==> src/inc/radio_link_map.vh <==
// Constants and register map for the radio link performance monitor
`ifndef RADIO_LINK_MAP_VH
`define RADIO_LINK_MAP_VH

// Timebase: one measurement period in ms, clock rate in kHz
`define PERIOD_MS       250
`define CLK_KHZ         20000
`define LAST_PHASE      2'h3
// Weighted filter: 0.7 of the new rate in 0.16 fixed point
`define GH_WEIGHT       17'h0B333
`define GH_ONE          17'h10000
// Severe second: error share of 3/10 or more
`define SES_NUM         4'h3
`define SES_DEN         4'hA
// Availability: run of ten seconds, nine already booked
`define RUN_LAST        4'h9
`define RUN_BOOK        32'h0000000A
`define RUN_UNBOOK      32'h00000009
// Register word addresses (byte offsets)
`define ADDR_CTRL       8'h00
`define ADDR_IRQ_STAT   8'h04
`define ADDR_IRQ_MASK   8'h08
`define ADDR_THR_MINOR  8'h0C
`define ADDR_THR_MAJOR  8'h10
`define ADDR_THR_CRIT   8'h14
`define ADDR_THR_ESR    8'h18
`define ADDR_THR_SEVERE_SECOND_RATIO   8'h1C
`define ADDR_THR_BACKGROUND_BLOCK_RATIO   8'h20
`define ADDR_RATE       8'h24
`define ADDR_FILT       8'h28
`define ADDR_ESR        8'h2C
`define ADDR_SEVERE_SECOND_RATIO       8'h30
`define ADDR_BACKGROUND_BLOCK_RATIO       8'h34
`define ADDR_TOT_SECS   8'h38
`define ADDR_UNAV_SECS  8'h3C
`define ADDR_ES_CNT     8'h40
`define ADDR_SES_CNT    8'h44
`define ADDR_FLAGS      8'h48
`define ADDR_LEVEL      8'h4C
// Control bits
`define CTRL_EN         0
`define CTRL_CLR        1
// Interrupt status and mask bits
`define IRQ_MINOR       0
`define IRQ_MAJOR       1
`define IRQ_CRIT        2
`define IRQ_OUTAGE      3
`define IRQ_LOCAL       4
`define IRQ_FAR         5
`define IRQ_ROLLBACK    6
`define IRQ_RATIO       7
`define IRQ_W           8

`endif

==> src/rtl/ratio_divider.v <==
// Serial divider giving num/den as a 0.16 fraction, saturating at one
module ratio_divider
#(
	parameter NUM_W  = 32,
	parameter FRAC_W = 16
)
(
	input  wire              core_clk_i,
	input  wire              resetn_i,
	input  wire              start_i,
	input  wire [NUM_W-1:0]  num_i,
	input  wire [NUM_W-1:0]  den_i,
	output wire [FRAC_W-1:0] quo_o,
	output wire              done_o
);
	localparam [5:0] STEPS = FRAC_W;

	reg [NUM_W-1:0]  den_q;
	reg [NUM_W:0]    rem_q;
	reg [FRAC_W-1:0] acc_q;
	reg [FRAC_W-1:0] quo_q;
	reg [5:0]        cnt_q;
	reg              busy_q;
	reg              done_q;

	wire [NUM_W:0]    shifted = {rem_q[NUM_W-1:0], 1'b0};
	wire              fits    = shifted >= {1'b0, den_q};
	wire [FRAC_W-1:0] acc_nx  = {acc_q[FRAC_W-2:0], fits};

	// One quotient bit per cycle; a new start restarts the division
	always @(posedge core_clk_i or negedge resetn_i)
	begin
		if (!resetn_i)
		begin
			den_q  <= {NUM_W{1'b0}};
			rem_q  <= {(NUM_W+1){1'b0}};
			acc_q  <= {FRAC_W{1'b0}};
			quo_q  <= {FRAC_W{1'b0}};
			cnt_q  <= 6'h00;
			busy_q <= 1'b0;
			done_q <= 1'b0;
		end
		else
		begin
			done_q <= 1'b0;
			if (start_i)
			begin
				den_q <= den_i;
				rem_q <= {1'b0, num_i};
				acc_q <= {FRAC_W{1'b0}};
				cnt_q <= STEPS;
				// Empty interval reads zero, full error reads all ones
				busy_q <= (den_i != {NUM_W{1'b0}}) && (num_i < den_i);
				if (den_i == {NUM_W{1'b0}})
				begin
					quo_q  <= {FRAC_W{1'b0}};
					done_q <= 1'b1;
				end
				else if (num_i >= den_i)
				begin
					quo_q  <= {FRAC_W{1'b1}};
					done_q <= 1'b1;
				end
			end
			else if (busy_q)
			begin
				rem_q <= fits ? (shifted - {1'b0, den_q}) : shifted;
				acc_q <= acc_nx;
				cnt_q <= cnt_q - 6'h01;
				if (cnt_q == 6'h01)
				begin
					busy_q <= 1'b0;
					quo_q  <= acc_nx;
					done_q <= 1'b1;
				end
			end
		end
	end

	assign quo_o  = quo_q;
	assign done_o = done_q;
endmodule // ratio_divider

==> src/rtl/limit_compare.v <==
// Registered over-threshold flag; a zero limit disables the flag
module limit_compare
#(
	parameter W = 16
)
(
	input  wire         core_clk_i,
	input  wire         resetn_i,
	input  wire [W-1:0] value_i,
	input  wire [W-1:0] limit_i,
	output wire         over_o
);
	reg over_q;

	// Set above the limit, drops again once back at or below it
	always @(posedge core_clk_i or negedge resetn_i)
	begin
		if (!resetn_i)
			over_q <= 1'b0;
		else
			over_q <= (limit_i != {W{1'b0}}) && (value_i > limit_i);
	end

	assign over_o = over_q;
endmodule // limit_compare

==> src/rtl/radio_link_performance_monitor.v <==
// Link quality monitor: error rates, filtered rate, seconds, availability, flags
`include "radio_link_map.vh"

module radio_link_performance_monitor
#(
	parameter PERIOD_CYCLES = `PERIOD_MS * `CLK_KHZ,
	parameter TB_W          = 23,
	parameter CNT_W         = 24,
	parameter RATE_W        = 16
)
(
	input  wire              core_clk_i,
	input  wire              resetn_i,
	input  wire              pkt_valid_i,
	input  wire              pkt_uncorr_i,
	input  wire              frame_lock_i,
	input  wire              far_end_lock_i,
	input  wire [7:0]        rssi_dbm_i,
	input  wire              rollback_evt_i,
	input  wire [7:0]        addr_i,
	input  wire [31:0]       wr_data_i,
	input  wire              wr_en_i,
	input  wire              rd_en_i,
	output wire [31:0]       rd_data_o,
	output wire              irq_o,
	output wire              tx_lock_status_o,
	output wire              local_frame_loss_o,
	output wire              far_end_frame_loss_o,
	output wire              link_outage_flag_o,
	output wire              minor_rate_over_o,
	output wire              major_rate_over_o,
	output wire              critical_rate_over_o,
	output wire              errored_second_ratio_over_o,
	output wire              severe_second_ratio_over_o,
	output wire              background_block_ratio_over_o,
	output wire              settings_rolled_back_o,
	output wire [7:0]        received_level_gauge_o,
	output wire [RATE_W-1:0] current_error_rate_o,
	output wire [RATE_W-1:0] peak_error_rate_o
);
	localparam [TB_W-1:0] TB_LAST   = PERIOD_CYCLES - 1;
	localparam            SW        = CNT_W + 2;
	localparam [1:0]      ST_AVAIL  = 2'b01;
	localparam [1:0]      ST_OUTAGE = 2'b10;

	reg  [TB_W-1:0]    tb_q;
	reg  [1:0]         phase_q;
	reg  [1:0]         per_phase_q;
	reg  [CNT_W-1:0]   per_tot_q;
	reg  [CNT_W-1:0]   per_err_q;
	reg  [SW-1:0]      sec_tot_q;
	reg  [SW-1:0]      sec_err_q;
	reg  [31:0]        blk_tot_q;
	reg  [31:0]        blk_err_q;
	reg  [31:0]        tot_secs_q;
	reg  [31:0]        unav_secs_q;
	reg  [31:0]        es_cnt_q;
	reg  [31:0]        ses_cnt_q;
	reg  [1:0]         state_q;
	reg  [3:0]         run_q;
	reg                sec_tick_q;
	reg  [RATE_W-1:0]  cur_rate_q;
	reg  [RATE_W-1:0]  peak_q;
	reg  [RATE_W-1:0]  peak_run_q;
	reg  [RATE_W-1:0]  filt_q;
	reg                en_q;
	reg                clr_q;
	reg  [`IRQ_W-1:0]  stat_q;
	reg  [`IRQ_W-1:0]  mask_q;
	reg  [RATE_W-1:0]  thr_minor_q;
	reg  [RATE_W-1:0]  thr_major_q;
	reg  [RATE_W-1:0]  thr_crit_q;
	reg  [RATE_W-1:0]  thr_esr_q;
	reg  [RATE_W-1:0]  thr_severe_second_ratio_q;
	reg  [RATE_W-1:0]  thr_background_block_ratio_q;
	reg  [7:0]         level_q;
	reg  [`IRQ_W-1:0]  lvl_prev_q;
	reg  [31:0]        rd_q;
	reg  [31:0]        rd_d;

	wire [RATE_W-1:0]  per_quo;
	wire               per_done;
	wire [RATE_W-1:0]  esr_quo;
	wire [RATE_W-1:0]  severe_second_ratio_quo;
	wire [RATE_W-1:0]  background_block_ratio_quo;
	wire               minor_over;
	wire               major_over;
	wire               crit_over;
	wire               esr_over;
	wire               severe_second_ratio_over;
	wire               background_block_ratio_over;

	// Timebase only advances while monitoring is enabled
	wire period_tick = en_q && (tb_q == TB_LAST);
	wire sec_tick    = period_tick && (phase_q == `LAST_PHASE);
	wire pkt         = en_q && pkt_valid_i;
	wire bad         = pkt && pkt_uncorr_i;

	// Severe second test: err * 10 >= tot * 3, needs at least one error
	wire [SW+3:0] ses_lhs = sec_err_q * `SES_DEN;
	wire [SW+3:0] ses_rhs = sec_tot_q * `SES_NUM;
	wire          es_now  = sec_err_q != {SW{1'b0}};
	wire          ses_now = es_now && (ses_lhs >= ses_rhs);

	// Weighted filter in 0.16 fixed point
	wire [33:0] gh_sum = per_quo * `GH_WEIGHT + filt_q * (`GH_ONE - `GH_WEIGHT);
	wire [RATE_W-1:0] peak_nx = (per_quo > peak_run_q) ? per_quo : peak_run_q;

	// Timebase and per-period packet counts
	always @(posedge core_clk_i or negedge resetn_i)
	begin
		if (!resetn_i)
		begin
			tb_q      <= {TB_W{1'b0}};
			phase_q   <= 2'h0;
			per_tot_q <= {CNT_W{1'b0}};
			per_err_q <= {CNT_W{1'b0}};
			sec_tot_q <= {SW{1'b0}};
			sec_err_q <= {SW{1'b0}};
			blk_tot_q <= 32'h00000000;
			blk_err_q <= 32'h00000000;
		end
		else if (clr_q)
		begin
			tb_q      <= {TB_W{1'b0}};
			phase_q   <= 2'h0;
			per_tot_q <= {CNT_W{1'b0}};
			per_err_q <= {CNT_W{1'b0}};
			sec_tot_q <= {SW{1'b0}};
			sec_err_q <= {SW{1'b0}};
			blk_tot_q <= 32'h00000000;
			blk_err_q <= 32'h00000000;
		end
		else
		begin
			if (en_q)
				tb_q <= period_tick ? {TB_W{1'b0}} : tb_q + {{(TB_W-1){1'b0}}, 1'b1};
			if (period_tick)
				phase_q <= phase_q + 2'h1;
			// Boundary packet opens the next interval
			per_tot_q <= (period_tick ? {CNT_W{1'b0}} : per_tot_q) + {{(CNT_W-1){1'b0}}, pkt};
			per_err_q <= (period_tick ? {CNT_W{1'b0}} : per_err_q) + {{(CNT_W-1){1'b0}}, bad};
			sec_tot_q <= (sec_tick ? {SW{1'b0}} : sec_tot_q) + {{(SW-1){1'b0}}, pkt};
			sec_err_q <= (sec_tick ? {SW{1'b0}} : sec_err_q) + {{(SW-1){1'b0}}, bad};
			blk_tot_q <= blk_tot_q + {31'h00000000, pkt};
			blk_err_q <= blk_err_q + {31'h00000000, bad};
		end
	end

	// Per-period error rate
	ratio_divider #(.NUM_W(CNT_W), .FRAC_W(RATE_W)) u_per_div
	(
		.core_clk_i (core_clk_i),
		.resetn_i   (resetn_i),
		.start_i    (period_tick),
		.num_i      (per_err_q),
		.den_i      (per_tot_q),
		.quo_o      (per_quo),
		.done_o     (per_done)
	);

	// Current, peak and filtered rates, updated when a division lands
	always @(posedge core_clk_i or negedge resetn_i)
	begin
		if (!resetn_i)
		begin
			cur_rate_q  <= {RATE_W{1'b0}};
			peak_q      <= {RATE_W{1'b0}};
			peak_run_q  <= {RATE_W{1'b0}};
			filt_q      <= {RATE_W{1'b0}};
			per_phase_q <= 2'h0;
		end
		else if (clr_q)
		begin
			cur_rate_q  <= {RATE_W{1'b0}};
			peak_q      <= {RATE_W{1'b0}};
			peak_run_q  <= {RATE_W{1'b0}};
			filt_q      <= {RATE_W{1'b0}};
			per_phase_q <= 2'h0;
		end
		else if (per_done)
		begin
			cur_rate_q  <= per_quo;
			filt_q      <= gh_sum[31:16];
			per_phase_q <= per_phase_q + 2'h1;
			// Peak covers the four periods of the last complete second
			if (per_phase_q == `LAST_PHASE)
			begin
				peak_q     <= peak_nx;
				peak_run_q <= {RATE_W{1'b0}};
			end
			else
				peak_run_q <= peak_nx;
		end
	end

	// Seconds counters and availability state
	always @(posedge core_clk_i or negedge resetn_i)
	begin
		if (!resetn_i)
		begin
			tot_secs_q  <= 32'h00000000;
			unav_secs_q <= 32'h00000000;
			es_cnt_q    <= 32'h00000000;
			ses_cnt_q   <= 32'h00000000;
			state_q     <= ST_AVAIL;
			run_q       <= 4'h0;
			sec_tick_q  <= 1'b0;
		end
		else if (clr_q)
		begin
			tot_secs_q  <= 32'h00000000;
			unav_secs_q <= 32'h00000000;
			es_cnt_q    <= 32'h00000000;
			ses_cnt_q   <= 32'h00000000;
			state_q     <= ST_AVAIL;
			run_q       <= 4'h0;
			sec_tick_q  <= 1'b0;
		end
		else
		begin
			sec_tick_q <= sec_tick;
			if (sec_tick)
			begin
				tot_secs_q <= tot_secs_q + 32'h00000001;
				es_cnt_q   <= es_cnt_q + {31'h00000000, es_now};
				ses_cnt_q  <= ses_cnt_q + {31'h00000000, ses_now};
				case (state_q)
					ST_AVAIL:
					begin
						run_q <= ses_now ? run_q + 4'h1 : 4'h0;
						// Tenth severe second: book all ten as outage
						if (ses_now && run_q == `RUN_LAST)
						begin
							state_q     <= ST_OUTAGE;
							run_q       <= 4'h0;
							unav_secs_q <= unav_secs_q + `RUN_BOOK;
						end
					end
					ST_OUTAGE:
					begin
						run_q <= ses_now ? 4'h0 : run_q + 4'h1;
						// Tenth clean second: hand the nine before it back
						if (!ses_now && run_q == `RUN_LAST)
						begin
							state_q     <= ST_AVAIL;
							run_q       <= 4'h0;
							unav_secs_q <= unav_secs_q - `RUN_UNBOOK;
						end
						else
							unav_secs_q <= unav_secs_q + 32'h00000001;
					end
					default:
					begin
						state_q <= ST_AVAIL;
						run_q   <= 4'h0;
					end
				endcase
			end
		end
	end

	// Ratios start one cycle after the second closes, on settled counts
	ratio_divider #(.NUM_W(32), .FRAC_W(RATE_W)) u_esr_div
	(
		.core_clk_i (core_clk_i),
		.resetn_i   (resetn_i),
		.start_i    (sec_tick_q),
		.num_i      (es_cnt_q),
		.den_i      (tot_secs_q),
		.quo_o      (esr_quo),
		.done_o     ()
	);

	ratio_divider #(.NUM_W(32), .FRAC_W(RATE_W)) u_severe_second_ratio_div
	(
		.core_clk_i (core_clk_i),
		.resetn_i   (resetn_i),
		.start_i    (sec_tick_q),
		.num_i      (ses_cnt_q),
		.den_i      (tot_secs_q),
		.quo_o      (severe_second_ratio_quo),
		.done_o     ()
	);

	ratio_divider #(.NUM_W(32), .FRAC_W(RATE_W)) u_background_block_ratio_div
	(
		.core_clk_i (core_clk_i),
		.resetn_i   (resetn_i),
		.start_i    (sec_tick_q),
		.num_i      (blk_err_q),
		.den_i      (blk_tot_q),
		.quo_o      (background_block_ratio_quo),
		.done_o     ()
	);

	// Filtered rate thresholds
	limit_compare #(.W(RATE_W)) u_minor
	(
		.core_clk_i (core_clk_i),
		.resetn_i   (resetn_i),
		.value_i    (filt_q),
		.limit_i    (thr_minor_q),
		.over_o     (minor_over)
	);

	limit_compare #(.W(RATE_W)) u_major
	(
		.core_clk_i (core_clk_i),
		.resetn_i   (resetn_i),
		.value_i    (filt_q),
		.limit_i    (thr_major_q),
		.over_o     (major_over)
	);

	limit_compare #(.W(RATE_W)) u_crit
	(
		.core_clk_i (core_clk_i),
		.resetn_i   (resetn_i),
		.value_i    (filt_q),
		.limit_i    (thr_crit_q),
		.over_o     (crit_over)
	);

	// Ratio thresholds
	limit_compare #(.W(RATE_W)) u_esr
	(
		.core_clk_i (core_clk_i),
		.resetn_i   (resetn_i),
		.value_i    (esr_quo),
		.limit_i    (thr_esr_q),
		.over_o     (esr_over)
	);

	limit_compare #(.W(RATE_W)) u_severe_second_ratio
	(
		.core_clk_i (core_clk_i),
		.resetn_i   (resetn_i),
		.value_i    (severe_second_ratio_quo),
		.limit_i    (thr_severe_second_ratio_q),
		.over_o     (severe_second_ratio_over)
	);

	limit_compare #(.W(RATE_W)) u_background_block_ratio
	(
		.core_clk_i (core_clk_i),
		.resetn_i   (resetn_i),
		.value_i    (background_block_ratio_quo),
		.limit_i    (thr_background_block_ratio_q),
		.over_o     (background_block_ratio_over)
	);

	// Levels watched for rising edges; rollback is already a pulse
	wire [`IRQ_W-1:0] lvl = {esr_over | severe_second_ratio_over | background_block_ratio_over, 1'b0, !far_end_lock_i,
	                         !frame_lock_i, state_q == ST_OUTAGE, crit_over, major_over,
	                         minor_over};
	wire [`IRQ_W-1:0] evt = (lvl & ~lvl_prev_q) | {1'b0, rollback_evt_i, 6'h00};
	wire [`IRQ_W-1:0] w1c = (wr_en_i && addr_i == `ADDR_IRQ_STAT) ? wr_data_i[`IRQ_W-1:0]
	                                                               : {`IRQ_W{1'b0}};

	// Register writes; a set in the clearing cycle wins over the clear
	always @(posedge core_clk_i or negedge resetn_i)
	begin
		if (!resetn_i)
		begin
			en_q        <= 1'b0;
			clr_q       <= 1'b0;
			stat_q      <= {`IRQ_W{1'b0}};
			mask_q      <= {`IRQ_W{1'b0}};
			lvl_prev_q  <= {`IRQ_W{1'b0}};
			thr_minor_q <= {RATE_W{1'b0}};
			thr_major_q <= {RATE_W{1'b0}};
			thr_crit_q  <= {RATE_W{1'b0}};
			thr_esr_q   <= {RATE_W{1'b0}};
			thr_severe_second_ratio_q  <= {RATE_W{1'b0}};
			thr_background_block_ratio_q  <= {RATE_W{1'b0}};
			level_q     <= 8'h00;
		end
		else
		begin
			clr_q      <= wr_en_i && addr_i == `ADDR_CTRL && wr_data_i[`CTRL_CLR];
			lvl_prev_q <= lvl;
			level_q    <= rssi_dbm_i;
			stat_q     <= (stat_q & ~w1c) | evt;
			if (wr_en_i)
			begin
				case (addr_i)
					`ADDR_CTRL:      en_q        <= wr_data_i[`CTRL_EN];
					`ADDR_IRQ_MASK:  mask_q      <= wr_data_i[`IRQ_W-1:0];
					`ADDR_THR_MINOR: thr_minor_q <= wr_data_i[RATE_W-1:0];
					`ADDR_THR_MAJOR: thr_major_q <= wr_data_i[RATE_W-1:0];
					`ADDR_THR_CRIT:  thr_crit_q  <= wr_data_i[RATE_W-1:0];
					`ADDR_THR_ESR:   thr_esr_q   <= wr_data_i[RATE_W-1:0];
					`ADDR_THR_SEVERE_SECOND_RATIO:  thr_severe_second_ratio_q  <= wr_data_i[RATE_W-1:0];
					`ADDR_THR_BACKGROUND_BLOCK_RATIO:  thr_background_block_ratio_q  <= wr_data_i[RATE_W-1:0];
					default:         en_q        <= en_q;
				endcase
			end
		end
	end

	// Read decode; unmapped addresses read zero
	always @*
	begin
		rd_d = 32'h00000000;
		case (addr_i)
			`ADDR_CTRL:      rd_d = {31'h00000000, en_q};
			`ADDR_IRQ_STAT:  rd_d = {24'h000000, stat_q};
			`ADDR_IRQ_MASK:  rd_d = {24'h000000, mask_q};
			`ADDR_THR_MINOR: rd_d = {16'h0000, thr_minor_q};
			`ADDR_THR_MAJOR: rd_d = {16'h0000, thr_major_q};
			`ADDR_THR_CRIT:  rd_d = {16'h0000, thr_crit_q};
			`ADDR_THR_ESR:   rd_d = {16'h0000, thr_esr_q};
			`ADDR_THR_SEVERE_SECOND_RATIO:  rd_d = {16'h0000, thr_severe_second_ratio_q};
			`ADDR_THR_BACKGROUND_BLOCK_RATIO:  rd_d = {16'h0000, thr_background_block_ratio_q};
			`ADDR_RATE:      rd_d = {peak_q, cur_rate_q};
			`ADDR_FILT:      rd_d = {16'h0000, filt_q};
			`ADDR_ESR:       rd_d = {16'h0000, esr_quo};
			`ADDR_SEVERE_SECOND_RATIO:      rd_d = {16'h0000, severe_second_ratio_quo};
			`ADDR_BACKGROUND_BLOCK_RATIO:      rd_d = {16'h0000, background_block_ratio_quo};
			`ADDR_TOT_SECS:  rd_d = tot_secs_q;
			`ADDR_UNAV_SECS: rd_d = unav_secs_q;
			`ADDR_ES_CNT:    rd_d = es_cnt_q;
			`ADDR_SES_CNT:   rd_d = ses_cnt_q;
			`ADDR_FLAGS:     rd_d = {23'h000000, background_block_ratio_over, severe_second_ratio_over, esr_over, lvl[5:0]};
			`ADDR_LEVEL:     rd_d = {24'h000000, level_q};
			default:         rd_d = 32'h00000000;
		endcase
	end

	// Read data stands only in the cycle after the strobe
	always @(posedge core_clk_i or negedge resetn_i)
	begin
		if (!resetn_i)
			rd_q <= 32'h00000000;
		else
			rd_q <= rd_en_i ? rd_d : 32'h00000000;
	end

	assign rd_data_o                     = rd_q;
	assign irq_o                         = |(stat_q & mask_q);
	assign tx_lock_status_o              = frame_lock_i;
	assign local_frame_loss_o            = !frame_lock_i;
	assign far_end_frame_loss_o          = !far_end_lock_i;
	assign link_outage_flag_o            = state_q == ST_OUTAGE;
	assign minor_rate_over_o             = minor_over;
	assign major_rate_over_o             = major_over;
	assign critical_rate_over_o          = crit_over;
	assign errored_second_ratio_over_o   = esr_over;
	assign severe_second_ratio_over_o    = severe_second_ratio_over;
	assign background_block_ratio_over_o = background_block_ratio_over;
	assign settings_rolled_back_o        = stat_q[`IRQ_ROLLBACK];
	assign received_level_gauge_o        = level_q;
	assign current_error_rate_o          = cur_rate_q;
	assign peak_error_rate_o             = peak_q;
endmodule // radio_link_performance_monitor

==> config.mk <==
export PLATFORM = sky130hd
export DESIGN_NAME = radio_link_performance_monitor
export DESIGN_NICKNAME = d
export VERILOG_FILES = /design/src/rtl/ratio_divider.v /design/src/rtl/limit_compare.v /design/src/rtl/radio_link_performance_monitor.v
export VERILOG_INCLUDE_DIRS = /design/src /design/src/inc
export SDC_FILE = /design/constraint.sdc
export NUM_CORES = 2
export LEC_CHECK = 0
export BUFFER_PORTS_ARGS = -buffer_cell sky130_fd_sc_hd__buf_2
export CORE_MARGIN = 5
export CORE_UTILIZATION = 65
export DETAILED_ROUTE_END_ITERATION = 8
export PLACE_DENSITY = 0.82
export SYNTH_ARGS = -nofsm -noshare
export SYNTH_HDL_FRONTEND = slang
export SYNTH_SLANG_ARGS = --single-unit
==> constraint.sdc <==
create_clock -name core_clk_i -period 18.3 [get_ports core_clk_i]
set_input_delay 4.575 -clock core_clk_i [delete_from_list [all_inputs] [get_ports core_clk_i]]
set_output_delay 4.575 -clock core_clk_i [all_outputs]
set_load 0.01 [all_outputs]
==> impl_metrics.env <==
export IMPL_tightest_slew_ps=1410
export IMPL_grt_pass1_wl_um=321000
export IMPL_synth_seq_cells=918
export IMPL_hp_start="lvl_prev_q[3]$_DFF_PN0_"
export IMPL_synth_fp_nets=8529
export IMPL_final_cell_mix="911 x dfrtp_1, 798 x inv_1, 757 x ha_1"
export IMPL_slew_viol_final=0
export IMPL_holdPathEnd="stat_q[3]$_DFF_PN0_"
export IMPL_synth_cell_types=91
export IMPL_die_area_um2=113000
export IMPL_cp_max_fo=3
export IMPL_antenna_left=0
export IMPL_hold_class="flip-flop to flip-flop"
export IMPL_syn_to_final_growth_pct=7.84
export IMPL_cts_tree="done"
export IMPL_timing_final_hold_violations=0
export IMPL_wl_per_cell_um=22.7
export IMPL_num_rows=119
export IMPL_cts_resized_gates=0
export IMPL_final_common_cell="dfrtp_1"
export IMPL_viasPerCell=6.48
export IMPL_r2r_slack_ps=9140
export IMPL_fin_tns_setup_ps=0
export IMPL_worstPathRequired_ps=13730
export IMPL_drc_errors=1
export IMPL_fmax_mhz=104
export IMPL_syn_area_um2=69100
export IMPL_synth_ff_type="dfrtp_1"
export IMPL_numPortBuffers=124
export IMPL_hold_ws_ps=410
export IMPL_async_flop_share_pct=100
export IMPL_place_gp_congestion=1.01
export IMPL_routed_wirelength_um=204000
export IMPL_finalPower_uw=4580
export IMPL_ios=141
export IMPL_drive_above_1_share_pct=7.74
export IMPL_period_share_pct=52.6
export IMPL_critPathArrivalTime_ps=5060
export IMPL_yosysWarningCount=0
export IMPL_final_fill_count=7883
export IMPL_fin_crit_ps=9630
export IMPL_cts_setup_buffers=0
export IMPL_grt_pass1_vias=57000
export IMPL_numCtsBuffers=100
export IMPL_nets=8544
export IMPL_slew_headroom_pct=5.78
export IMPL_cp_end_kind="output port"
export IMPL_critPathKind="primary input to output port"
export IMPL_die_h_um=336
export IMPL_initial_core_util_pct=65.6
export IMPL_rsz0062_at_grt="no"
export IMPL_cp_start_kind="primary input"
export IMPL_postCtsHoldBufs=0
export IMPL_yosysSeqAreaShare_pct=33.2
export IMPL_fin_ws_ps=8670
export IMPL_maxCapViolations=0
export IMPL_synthCells=7495
export IMPL_r2r_start="sec_err_q[2]$_DFF_PN0_"
export IMPL_grt_overflow_total=0
export IMPL_die_x_um=336
export IMPL_final_area_um2=74500
export IMPL_setup_viol=0
export IMPL_peakVddDrop_uv=71.2
export IMPL_vias=58300
export IMPL_rr_endpoint="unav_secs_q[30]$_DFFE_PN0P_"
export IMPL_drtIter0Drc=6408
export IMPL_cts_sinks=918
export IMPL_grt_max_degree=166
export IMPL_synth_edf_count=0
export IMPL_fin_skew_ps=32.6
export IMPL_violations="DRC"
export IMPL_insertion_delay_ps=700
export IMPL_avgSynthCellArea_um2=9.22
export IMPL_p_per_area_nw_per_um2=61.4
export IMPL_outcome="finished, violations left"
export IMPL_htreeDepth=3
export IMPL_core_um2=105000
export IMPL_clkTransAtPathRegs_ps=60
export IMPL_r2r_worst_path_cells=33
export IMPL_clockBufferDepth=3
export IMPL_grt_use_total_pct=35.9
export IMPL_place_ws_ps=8690
export IMPL_first_pass_iters=9
export IMPL_leakage_uw=0.0376
export IMPL_place_area_um2=71000
export IMPL_cts_root_buf="clkbuf_16"
export IMPL_antenna_found_initial=10
export IMPL_whs_path_depth=1
export IMPL_hpwl_um=151000
through the flow:
| step | util (%) | cells |
|---|---|---|
| floorplan | - | 7495 |
| global placement | 67.3 | 8799 |
| detailed placement | 67.3 | 8799 |
| CTS | 70.7 | 8984 |
| global route | 70.7 | 8984 |
| finish | 70.7 | 8988 |
worst max path at each step:
stage / start / cells past startpoint / slack, ps / endpoint
after floorplan: frame_lock_i / 1 / 9030 / tx_lock_status_o
after global placement: frame_lock_i / 3 / 8710 / local_frame_loss_o
after detailed placement: frame_lock_i / 3 / 8690 / local_frame_loss_o
after CTS: frame_lock_i / 3 / 8690 / local_frame_loss_o
after global routing: frame_lock_i / 3 / 8670 / local_frame_loss_o
final: frame_lock_i / 3 / 8670 / local_frame_loss_o
layout make-up:
cell class                      instances  area [µm²]  area share, %
Clock buffer                          126        2730           3.66
Inverter                              799        3000           4.02
Tap cell                             1391        1740           2.34
Clock inverter                         59         805           1.08
Antenna cell                            4        10.0         0.0134
Sequential cell                       918       23000           30.8
Timing Repair Buffer                  185        1110           1.49
Multi-Input combinational cell       5506       42200           56.6
per-layer routing:
metal | global-route usage (%) | up-vias | share of wire, %
li1 | - | 26400 | -
met2 | 55.6 | 2862 | 44
met1 | 49.1 | 28400 | 40
met4 | 15.8 | 6 | 5.2
met5 | 0 | - | 0.017
met3 | 7.64 | 587 | 10
worst max-delay path, stage by stage:
cell and delay [ps]:
buf_2 120, inv_1 190, buf_2 180
Yosys cell counts (156+ instances only):
cell | count | area (µm²)
a21o_1 | 206 | 1550
a21oi_1 | 425 | 2130
clkbuf_1 | 228 | 856
dfrtp_1 | 917 | 22900
fa_1 | 219 | 4380
ha_1 | 758 | 9480
inv_1 | 798 | 3000
mux2_2 | 156 | 1760
mux2i_1 | 185 | 1850
nand2_1 | 463 | 1740
nand3_1 | 189 | 946
nor2_1 | 655 | 2460
o21ai_0 | 418 | 2090
xnor2_1 | 233 | 2040
xor2_1 | 193 | 1690
cell families after synthesis:
| logic type | count (synthesis) | share of synthesized area [%] |
|---|---|---|
| muxes | 341 | 5.22 |
| and+or+nand+nor | 2095 | 14.7 |
| AOI/OAI and AO/OA | 1667 | 15.4 |
| xor gates and xnor gates | 426 | 5.40 |
| buffers and inverters | 1071 | 5.91 |
| DFF | 918 | 33.2 |
| adders and majority gates | 977 | 20.1 |
report_power, final:
group,internal [µW],leakage (µW),total (µW),switching [µW]
sequential,2070,0.0125,2120,57.2
clock,1300,0.00172,2200,898
combinational,99.9,0.0234,255,155
sequential cells by signal, summed over array words and instances, names as in the netlist, 23 cells and up:
register,count
u_per_div.rem_q,24
u_background_block_ratio_div.den_q,32
ses_cnt_q,32
u_esr_div.rem_q,32
tot_secs_q,32
sec_err_q,26
blk_err_q,32
sec_tot_q,26
u_severe_second_ratio_div.den_q,32
unav_secs_q,32
u_severe_second_ratio_div.rem_q,32
u_background_block_ratio_div.rem_q,32
es_cnt_q,32
blk_tot_q,32
u_per_div.den_q,24
per_tot_q,24
rd_data_o,32
tb_q,23
per_err_q,24
No activity file was read; power rests on OpenSTA's default activity.
